### src/verilog/tmc_pkg.sv
// Package with register map, field positions and shared types of the dual timer
package tmc_pkg;
	// Register byte offsets
	localparam logic [7:0] OFF_TIMER_MODE = 8'h00;
	localparam logic [7:0] OFF_TIMER_CONTROL = 8'h04;
	localparam logic [7:0] OFF_CLOCK_SPEED = 8'h08;
	localparam logic [7:0] OFF_LOW_FIRST = 8'h0c;
	localparam logic [7:0] OFF_LOW_SECOND = 8'h10;
	localparam logic [7:0] OFF_HIGH_FIRST = 8'h14;
	localparam logic [7:0] OFF_HIGH_SECOND = 8'h18;
	localparam logic [7:0] OFF_OPTION = 8'h1c;
	// Timer mode register fields (per timer nibble: gate, select, mode pair)
	localparam int MODE_SEL_LOW_FIRST = 0;
	localparam int MODE_SEL_HIGH_FIRST = 1;
	localparam int CT_SEL_FIRST = 2;
	localparam int GATE_FIRST = 3;
	localparam int MODE_SEL_LOW_SECOND = 4;
	localparam int MODE_SEL_HIGH_SECOND = 5;
	localparam int CT_SEL_SECOND = 6;
	localparam int GATE_SECOND = 7;
	// Timer control register fields
	localparam int RUN_BIT_FIRST = 4;
	localparam int OVERFLOW_FLAG_FIRST = 5;
	localparam int RUN_BIT_SECOND = 6;
	localparam int OVERFLOW_FLAG_SECOND = 7;
	// Clock speed register fields
	localparam int TURBO_SEL_FIRST = 3;
	localparam int TURBO_SEL_SECOND = 4;
	localparam int TURBO_SEL_THIRD = 5;
	// Option register field
	localparam int TWELVE_CLK_OPT = 3;
	// Reset values
	localparam logic [7:0] TIMER_MODE_RST = 8'h00;
	localparam logic [2:0] TURBO_RST = 3'h0;
	localparam logic [7:0] COUNT_RST = 8'h00;
	// Prescaler: twelve clocks per tick, half point for six
	localparam logic [3:0] PRESCALE_LAST = 4'hb;
	localparam logic [3:0] PRESCALE_HALF = 4'h5;
	// Mode encodings, upper select bit first
	localparam logic [1:0] MODE_13BIT = 2'h0;
	localparam logic [1:0] MODE_16BIT = 2'h1;
	localparam logic [1:0] MODE_RELOAD = 2'h2;
	localparam logic [1:0] MODE_SPLIT = 2'h3;
	localparam logic [4:0] LOW5_MAX = 5'h1f;
	localparam logic [7:0] BYTE_MAX = 8'hff;

	// One counting step: overflow and new byte pair
	typedef struct packed {
		logic ovf;
		logic [7:0] hi;
		logic [7:0] lo;
	} tmc_step_t;

	// APB response carried back to the master
	typedef struct packed {
		logic ready;
		logic slverr;
		logic [31:0] rdata;
	} tmc_apb_rsp_t;
endpackage : tmc_pkg

### src/verilog/tmc_top.sv
// Two timer/counters with four modes, reached over APB
//
// Register access over APB and the placing of the registers are this design's own decisions.
`timescale 1ns/1ps
`default_nettype none
module tmc_top (
	input wire logic MCLK, // Core clock, 125 MHz
	input wire logic RST_N, // Synchronous reset, active low
	input wire logic PSEL, // APB select
	input wire logic PENABLE, // APB access phase
	input wire logic PWRITE, // APB direction
	input wire logic [7:0] PADDR, // APB byte address
	input wire logic [31:0] PWDATA, // APB write data
	output logic [31:0] PRDATA, // APB read data
	output logic PREADY, // APB ready
	output logic PSLVERR, // APB error, unmapped address
	input wire logic EXT_IRQ_PIN_FIRST, // Gate pin of first timer
	input wire logic EXT_IRQ_PIN_SECOND, // Gate pin of second timer
	input wire logic COUNT_PIN_FIRST, // External count pin, first timer
	input wire logic COUNT_PIN_SECOND, // External count pin, second timer
	output logic OVERFLOW_FLAG_FIRST, // First overflow flag
	output logic OVERFLOW_FLAG_SECOND // Second overflow flag
);
	logic [7:0] timer_mode_reg;
	logic [2:0] turbo_sel;
	logic twelve_clk;
	logic run_bit_first;
	logic run_bit_second;
	logic [7:0] count_low_byte_first;
	logic [7:0] count_high_byte_first;
	logic [7:0] count_low_byte_second;
	logic [7:0] count_high_byte_second;
	logic [3:0] prescale;
	logic tick12;
	logic tick6;
	logic tick_first;
	logic tick_second;
	logic fall_first;
	logic fall_second;
	logic [1:0] mode_first;
	logic [1:0] mode_second;
	logic cnt_first;
	logic cnt_second;
	logic split_hi_cnt;
	logic set_first;
	logic set_second;
	logic acc_go;
	logic wr_go;
	logic [7:0] next_low_first;
	logic [7:0] next_high_first;
	logic [7:0] next_low_second;
	logic [7:0] next_high_second;
	tmc_pkg::tmc_step_t step_first;
	tmc_pkg::tmc_step_t step_second;
	tmc_pkg::tmc_apb_rsp_t next_rsp;

	// One counting step of a timer in the given mode
	function automatic tmc_pkg::tmc_step_t count_step(input logic [1:0] mode,
			input logic [7:0] hi, input logic [7:0] lo);
		tmc_pkg::tmc_step_t r;
		r.ovf = 1'b0;
		r.hi = hi;
		r.lo = lo;
		unique case (mode)
			tmc_pkg::MODE_13BIT: begin
				// Upper three low bits left as they are
				r.lo = {lo[7:5], 5'(lo[4:0] + 5'h01)};
				if (lo[4:0] == tmc_pkg::LOW5_MAX) begin
					r.hi = 8'(hi + 8'h01);
					r.ovf = (hi == tmc_pkg::BYTE_MAX);
				end
			end
			tmc_pkg::MODE_16BIT: begin
				r.lo = 8'(lo + 8'h01);
				if (lo == tmc_pkg::BYTE_MAX) begin
					r.hi = 8'(hi + 8'h01);
					r.ovf = (hi == tmc_pkg::BYTE_MAX);
				end
			end
			tmc_pkg::MODE_RELOAD: begin
				// High byte untouched, used as reload value
				r.lo = (lo == tmc_pkg::BYTE_MAX) ? hi : 8'(lo + 8'h01);
				r.ovf = (lo == tmc_pkg::BYTE_MAX);
			end
			tmc_pkg::MODE_SPLIT: begin
				r.lo = 8'(lo + 8'h01);
				r.ovf = (lo == tmc_pkg::BYTE_MAX);
			end
		endcase
		return r;
	endfunction : count_step

	// Address decode of a register write in the completing cycle
	function automatic logic wr_hit(input logic go, input logic [7:0] addr,
			input logic [7:0] off);
		return go && (addr == off);
	endfunction : wr_hit

	// External count pin conditioning
	tmc_fall_detect u_fall_first (
		.MCLK(MCLK),
		.RST_N(RST_N),
		.PIN(COUNT_PIN_FIRST),
		.FALL(fall_first)
	);

	tmc_fall_detect u_fall_second (
		.MCLK(MCLK),
		.RST_N(RST_N),
		.PIN(COUNT_PIN_SECOND),
		.FALL(fall_second)
	);

	// Shared prescaler, wraps every twelve clocks
	always_ff @(posedge MCLK) begin
		if (!RST_N) begin
			prescale <= 4'h0;
		end else if (prescale == tmc_pkg::PRESCALE_LAST) begin
			prescale <= 4'h0;
		end else begin
			prescale <= 4'(prescale + 4'h1);
		end
	end

	// Time base per timer
	assign tick12 = (prescale == tmc_pkg::PRESCALE_LAST);
	assign tick6 = tick12 || (prescale == tmc_pkg::PRESCALE_HALF);
	assign tick_first = (twelve_clk || !turbo_sel[0]) ? tick12 : tick6;
	assign tick_second = (twelve_clk || !turbo_sel[1]) ? tick12 : tick6;

	// Mode and count enables
	assign mode_first = {timer_mode_reg[tmc_pkg::MODE_SEL_HIGH_FIRST],
		timer_mode_reg[tmc_pkg::MODE_SEL_LOW_FIRST]};
	assign mode_second = {timer_mode_reg[tmc_pkg::MODE_SEL_HIGH_SECOND],
		timer_mode_reg[tmc_pkg::MODE_SEL_LOW_SECOND]};
	assign cnt_first = run_bit_first
		&& (!timer_mode_reg[tmc_pkg::GATE_FIRST] || EXT_IRQ_PIN_FIRST)
		&& (timer_mode_reg[tmc_pkg::CT_SEL_FIRST] ? fall_first : tick_first);
	assign cnt_second = ((mode_first == tmc_pkg::MODE_SPLIT) || run_bit_second)
		&& (!timer_mode_reg[tmc_pkg::GATE_SECOND] || EXT_IRQ_PIN_SECOND)
		&& (timer_mode_reg[tmc_pkg::CT_SEL_SECOND] ? fall_second : tick_second)
		&& (mode_second != tmc_pkg::MODE_SPLIT);
	assign split_hi_cnt = (mode_first == tmc_pkg::MODE_SPLIT) && run_bit_second
		&& tick_first;
	assign step_first = count_step(mode_first, count_high_byte_first, count_low_byte_first);
	assign step_second = count_step(mode_second, count_high_byte_second,
		count_low_byte_second);

	// APB completion strobes
	assign acc_go = PSEL && PENABLE && PREADY;
	assign wr_go = acc_go && PWRITE;

	// Next counter values; software writes win over counting
	always_comb begin
		next_low_first = count_low_byte_first;
		next_high_first = count_high_byte_first;
		next_low_second = count_low_byte_second;
		next_high_second = count_high_byte_second;
		set_first = 1'b0;
		set_second = 1'b0;
		if (cnt_first) begin
			next_low_first = step_first.lo;
			next_high_first = step_first.hi;
			set_first = step_first.ovf;
		end
		if (split_hi_cnt) begin
			next_high_first = 8'(count_high_byte_first + 8'h01);
			set_second = (count_high_byte_first == tmc_pkg::BYTE_MAX);
		end
		if (cnt_second) begin
			next_low_second = step_second.lo;
			next_high_second = step_second.hi;
			if (mode_first != tmc_pkg::MODE_SPLIT) begin
				set_second = step_second.ovf;
			end
		end
		if (wr_hit(wr_go, PADDR, tmc_pkg::OFF_LOW_FIRST)) begin
			next_low_first = PWDATA[7:0];
		end
		if (wr_hit(wr_go, PADDR, tmc_pkg::OFF_HIGH_FIRST)) begin
			next_high_first = PWDATA[7:0];
		end
		if (wr_hit(wr_go, PADDR, tmc_pkg::OFF_LOW_SECOND)) begin
			next_low_second = PWDATA[7:0];
		end
		if (wr_hit(wr_go, PADDR, tmc_pkg::OFF_HIGH_SECOND)) begin
			next_high_second = PWDATA[7:0];
		end
	end

	// Count bytes, each its own register
	always_ff @(posedge MCLK) begin
		if (!RST_N) begin
			count_low_byte_first <= tmc_pkg::COUNT_RST;
			count_high_byte_first <= tmc_pkg::COUNT_RST;
			count_low_byte_second <= tmc_pkg::COUNT_RST;
			count_high_byte_second <= tmc_pkg::COUNT_RST;
		end else begin
			count_low_byte_first <= next_low_first;
			count_high_byte_first <= next_high_first;
			count_low_byte_second <= next_low_second;
			count_high_byte_second <= next_high_second;
		end
	end

	// Configuration registers
	always_ff @(posedge MCLK) begin
		if (!RST_N) begin
			timer_mode_reg <= tmc_pkg::TIMER_MODE_RST;
			turbo_sel <= tmc_pkg::TURBO_RST;
			twelve_clk <= 1'b0;
			run_bit_first <= 1'b0;
			run_bit_second <= 1'b0;
		end else begin
			if (wr_hit(wr_go, PADDR, tmc_pkg::OFF_TIMER_MODE)) begin
				timer_mode_reg <= PWDATA[7:0];
			end
			if (wr_hit(wr_go, PADDR, tmc_pkg::OFF_CLOCK_SPEED)) begin
				turbo_sel <= PWDATA[tmc_pkg::TURBO_SEL_THIRD:tmc_pkg::TURBO_SEL_FIRST];
			end
			if (wr_hit(wr_go, PADDR, tmc_pkg::OFF_OPTION)) begin
				twelve_clk <= PWDATA[tmc_pkg::TWELVE_CLK_OPT];
			end
			if (wr_hit(wr_go, PADDR, tmc_pkg::OFF_TIMER_CONTROL)) begin
				run_bit_first <= PWDATA[tmc_pkg::RUN_BIT_FIRST];
				run_bit_second <= PWDATA[tmc_pkg::RUN_BIT_SECOND];
			end
		end
	end

	// Overflow flags; a hardware set wins over a software clear
	always_ff @(posedge MCLK) begin
		if (!RST_N) begin
			OVERFLOW_FLAG_FIRST <= 1'b0;
			OVERFLOW_FLAG_SECOND <= 1'b0;
		end else begin
			if (set_first) begin
				OVERFLOW_FLAG_FIRST <= 1'b1;
			end else if (wr_hit(wr_go, PADDR, tmc_pkg::OFF_TIMER_CONTROL)) begin
				OVERFLOW_FLAG_FIRST <= PWDATA[tmc_pkg::OVERFLOW_FLAG_FIRST];
			end
			if (set_second) begin
				OVERFLOW_FLAG_SECOND <= 1'b1;
			end else if (wr_hit(wr_go, PADDR, tmc_pkg::OFF_TIMER_CONTROL)) begin
				OVERFLOW_FLAG_SECOND <= PWDATA[tmc_pkg::OVERFLOW_FLAG_SECOND];
			end
		end
	end

	// Read mux and error decode for the pending access
	always_comb begin
		next_rsp.ready = PSEL && PENABLE && !PREADY;
		next_rsp.slverr = 1'b0;
		next_rsp.rdata = 32'h0000_0000;
		unique case (PADDR)
			tmc_pkg::OFF_TIMER_MODE: next_rsp.rdata[7:0] = timer_mode_reg;
			tmc_pkg::OFF_TIMER_CONTROL: begin
				next_rsp.rdata[tmc_pkg::RUN_BIT_FIRST] = run_bit_first;
				next_rsp.rdata[tmc_pkg::OVERFLOW_FLAG_FIRST] = OVERFLOW_FLAG_FIRST;
				next_rsp.rdata[tmc_pkg::RUN_BIT_SECOND] = run_bit_second;
				next_rsp.rdata[tmc_pkg::OVERFLOW_FLAG_SECOND] = OVERFLOW_FLAG_SECOND;
			end
			tmc_pkg::OFF_CLOCK_SPEED:
				next_rsp.rdata[tmc_pkg::TURBO_SEL_THIRD:tmc_pkg::TURBO_SEL_FIRST] = turbo_sel;
			tmc_pkg::OFF_LOW_FIRST: next_rsp.rdata[7:0] = count_low_byte_first;
			tmc_pkg::OFF_LOW_SECOND: next_rsp.rdata[7:0] = count_low_byte_second;
			tmc_pkg::OFF_HIGH_FIRST: next_rsp.rdata[7:0] = count_high_byte_first;
			tmc_pkg::OFF_HIGH_SECOND: next_rsp.rdata[7:0] = count_high_byte_second;
			tmc_pkg::OFF_OPTION: next_rsp.rdata[tmc_pkg::TWELVE_CLK_OPT] = twelve_clk;
			default: next_rsp.slverr = next_rsp.ready;
		endcase
		if (!next_rsp.ready) begin
			next_rsp.rdata = 32'h0000_0000;
		end
	end

	// Registered APB response, one wait state per access
	always_ff @(posedge MCLK) begin
		if (!RST_N) begin
			PREADY <= 1'b0;
			PSLVERR <= 1'b0;
			PRDATA <= 32'h0000_0000;
		end else begin
			PREADY <= next_rsp.ready;
			PSLVERR <= next_rsp.slverr;
			PRDATA <= next_rsp.rdata;
		end
	end
endmodule : tmc_top
`default_nettype wire

### src/verilog/tmc_fall_detect.sv
// Synchroniser and falling edge detector for an external count pin
`timescale 1ns/1ps
`default_nettype none
module tmc_fall_detect (
	input wire logic MCLK, // Core clock
	input wire logic RST_N, // Synchronous reset, active low
	input wire logic PIN, // Raw external pin
	output logic FALL // One-cycle pulse per falling edge
);
	logic meta;
	logic sync;
	logic prev;

	// Two-stage synchroniser, then previous sample for compare
	always_ff @(posedge MCLK) begin
		if (!RST_N) begin
			meta <= 1'b1;
			sync <= 1'b1;
			prev <= 1'b1;
		end else begin
			meta <= PIN;
			sync <= meta;
			prev <= sync;
		end
	end

	// Edge pulse, at most one per sample
	always_ff @(posedge MCLK) begin
		if (!RST_N) begin
			FALL <= 1'b0;
		end else begin
			FALL <= prev & ~sync;
		end
	end
endmodule : tmc_fall_detect
`default_nettype wire

### config.mk
export PLATFORM = sky130hd
export DESIGN_NAME = tmc_top
export DESIGN_NICKNAME = d
export VERILOG_FILES = /design/src/verilog/tmc_pkg.sv /design/src/verilog/tmc_top.sv /design/src/verilog/tmc_fall_detect.sv
export SDC_FILE = /design/constraint.sdc
export NUM_CORES = 1
export LEC_CHECK = 0
export CORE_UTILIZATION = 45
export DETAILED_ROUTE_END_ITERATION = 10
export DONT_BUFFER_PORTS = 1
export PLACE_DENSITY_LB_ADDON = 0.05
export SETUP_SLACK_MARGIN = 0.5
export SYNTH_ARGS = -nofsm -noshare
export SYNTH_HDL_FRONTEND = slang
export SYNTH_SLANG_ARGS = --single-unit
export TNS_END_PERCENT = 30
### constraint.sdc
create_clock -name MCLK -period 2.48 [get_ports MCLK]
set_input_delay 0.124 -clock MCLK [delete_from_list [all_inputs] [get_ports MCLK]]
set_output_delay 0.124 -clock MCLK [all_outputs]
set_load 0.005 [all_outputs]
==> results.yml <==
status:
  outcome: "completed"
hold_path:
  hold_class: "input pin to register"
  whs_endpoint: "count_low_byte_first[0]$_SDFFE_PN0P_"
  min_path_cells: 2
  hp-start: "PWDATA[0]"
worst_setup_path:
  r2r_start: "prescale[1]$_SDFF_PP0_"
  reg2reg_to: "count_high_byte_second[3]$_SDFFE_PN0P_"
  worstPathArrival_ns: 2.34
  worstSetupStartpointType: "register"
  cp_top_family: "compound AO/OA/AOI/OAI gates"
  endpoint_kind: "register"
  rr_worst_depth: 8
  cp_max_fo: 6
  crit_chain: "inv_4 > ha_4 > and4bb_4 > a211oi_4 > buf_12 > a2111o_1 > or3_1 > a31oi_1"
  slowest_delay_ns: 0.42
  slowest_stage: "a2111o_1"
  path_buf_inv: 2
  critical_path_class: "register to register"
  rrSetupSlack_ns: 0.42
  cp.required_ns: 2.76
timing:
  maxSlewViolCount: 0
  max_freq_mhz: 486.2
  timing.final.ws_setup_ns: 0.4233
  rsz0062_at_grt: "true"
  period_share_pct: 82.93
  finalSetupTns_ns: 0
  finalHoldViolations: 0
  skew_ns: 0.006765
  setup_viol: 0
  relSlewSlack_pct: 50.19
  min_period_ns: 2.057
  worst_slew_pin_slew_ns: 0.7463
cells_and_area:
  final_common_cell: "dfxtp_1"
  fill_cells: 889
  nNetsFinal: 625
  antenna-diode-count: 0
  stdcell_area_um2: 5097
  layout_common_cells: "64 x dfxtp_1, 53 x nand2_1, 43 x nor2_1"
  drive_gt1_share_pct: 16.08
  area_growth_syn_to_layout_pct: 16.87
  stdcell_count: 701
  multi_input_area_um2: 2867
  seqCellArea_um2: 1424
grt:
  grt_max_degree: 30
  grt_pass1_vias: 4022
  antenna_found_initial: 0
  grt_pass1_wl_um: 22990
  grt.total_usage_pct: 30.66
  grt_overflow_total: 0
yosys:
  syn_inst: 545
  synth.distinct_cells: 69
  synth-main-ff-cell: "dfxtp_1"
  synth.avg_cell_area_um2: 8.003
  ys_seq_area_share_pct: 32.13
  ys_ff_latch: 70
  synth_top_area_share_pct: 32.13
  synth_top_cell_by_area: "dfxtp_1"
  syn_area_um2: 4362
  synth_edf_count: 0
  yosys_warnings: 0
  ys_async_sr_fraction_pct: 0
  synth.area.top_cells: "dfxtp_1 32%, nand3_1 4.7%, nand2_1 4.6%"
flow_run:
  cap_violations: 0
place:
  post-dp-hpwl_um: 10310
  gp_congestion: 0.9352
  portBuffers: 0
  place_worst_setup_slack_ns: 0.1589
  place_inst: 661
  placed_area_um2: 4452
power:
  intPower_w: 0.001734
  p_clk_share_pct: 45.3
  pwr-share-comb_pct: 5.3
  total_power_w: 0.002300
  switching_share_pct: 24.62
  power_switching_w: 0.0005662
  power.leakage_nw: 1.738
  ir_drop_uv: 263.3
  p_seq_share_pct: 49.5
  power.density_nw_per_um2: 451.2
cts:
  path_clk_slew_ns: 0.08
  clk_path_buf_depth: 2
  cts_buffers: 9
  htree_levels: 3
  worstSkewPairLatency_ns: 0.35
  cts_num_sinks: 70
  cts_root_buffer: "clkbuf_8"
  cts_tree: "done"
route:
  postRouteAntennaNets: 0
  dr.pass1.iters: 5
  via_per_inst: 6.358
  drc: 0
  wl_um: 15260
  dr_total_vias: 4457
  post_drt_wl_per_cell_um: 21.77
  dr.first_iter.drc_count: 417
floorplan:
  initial_utilization_pct: 46.76
  io_pins: 85
  die_area_um2: 10090
  rows: 35
  coreArea_um2: 9328
  die-height_um: 100.5
  fp.dieW_um: 100.5
==> worst max path at each step <==
stage / to / depth (start not counted) / startpoint / slack, ns
floorplan: count_high_byte_second[3]$_SDFFE_PN0P_ / 8 / count_low_byte_second[1]$_SDFFE_PN0P_ / 0.49
global placement: count_high_byte_second[3]$_SDFFE_PN0P_ / 7 / count_low_byte_second[0]$_SDFFE_PN0P_ / 0.20
detailed placement: count_high_byte_first[1]$_SDFFE_PN0P_ / 6 / prescale[0]$_SDFF_PP0_ / 0.16
CTS: count_high_byte_second[3]$_SDFFE_PN0P_ / 8 / prescale[1]$_SDFF_PP0_ / 0.45
global route: count_high_byte_first[0]$_SDFFE_PN0P_ / 8 / count_low_byte_first[1]$_SDFFE_PN0P_ / 0.35
finish: count_high_byte_second[3]$_SDFFE_PN0P_ / 8 / prescale[1]$_SDFF_PP0_ / 0.42
==> kinds of logic (layout without fill, tap and decap cells) <==
kind of cell	count (synthesis)	count (layout)	synth area share, %
compound gates	144	145	23.18
flops	70	70	32.13
fa+ha+maj	8	8	2.295
buf+inv	68	71	8.635
simple gates	231	231	28.34
other cells	1	24	0.08598
mux	18	18	4.332
xor+xnor	5	5	1.004
==> per-stage QoR <==
stage               util, %  hold WS (ns)
floorplan                 -        0.2193
global placement      47.73        0.2071
detailed placement    47.73        0.2081
CTS                   53.83     0.0006251
global route          54.65       0.01841
finish                54.65      0.004454
==> cell type report <==
type | instances | area share, %
well taps | 129 | 3.166
clock buffers | 9 | 2.430
flip-flops and latches | 70 | 27.93
multi-input cells | 431 | 56.23
inverters | 15 | 1.154
clock inverters | 6 | 1.718
repair buffers | 41 | 7.364
==> metal layers <==
layer | routed length [µm] | GRT usage, % | vias to the layer above
met4 | 387 | 11.48 | 0
met3 | 1395 | 5.479 | 27
li1 | - | - | 2041
met5 | 0 | 0 | -
met2 | 6602 | 45.26 | 248
met1 | 6878 | 44.33 | 2141
==> power groups by stage <==
stage | combinational (W) | clock (W) | sequential [W]
final | 0.000121 | 0.00104 | 0.00114
after global routing | 0.000131 | 0.00109 | 0.00114
after CTS | 0.000117 | 0.00105 | 0.00114
after detailed placement | 0.0000684 | 0 | 0.00117
after global placement | 0.0000673 | 0 | 0.00117
after floorplan | 0.0000881 | 0 | 0.00116
==> synthesized netlist by cell type (4+ instances only) <==
library cell / count
or3_1: 4
nand2_1: 54
and3_1: 14
a211oi_1: 4
ha_1: 8
o21ai_0: 17
xnor2_1: 4
a22oi_1: 18
and4_1: 9
o22ai_1: 4
mux2_2: 7
o31ai_1: 4
buf_4: 26
nor2b_1: 6
or2_2: 4
a21oi_1: 37
nand3_1: 41
nor2_1: 43
dfxtp_1: 70
nor3_1: 11
mux2i_1: 11
o32ai_1: 7
nand4_1: 10
a31oi_1: 18
a221oi_1: 6
nand2b_1: 12
clkbuf_1: 20
inv_1: 15
buf_2: 6
==> timing repair <==
item | CTS | global route
pin swaps | 6 | 1
endpoints found under the hold margin | 56 | 0
endpoints found under the setup margin | 31 | 30
setup buffers | 10 | 1
gates resized for setup | 27 | 11
hold buffers | 13 | 0
cloned | 1 | 0
Power figures use the tool's default switching activity.
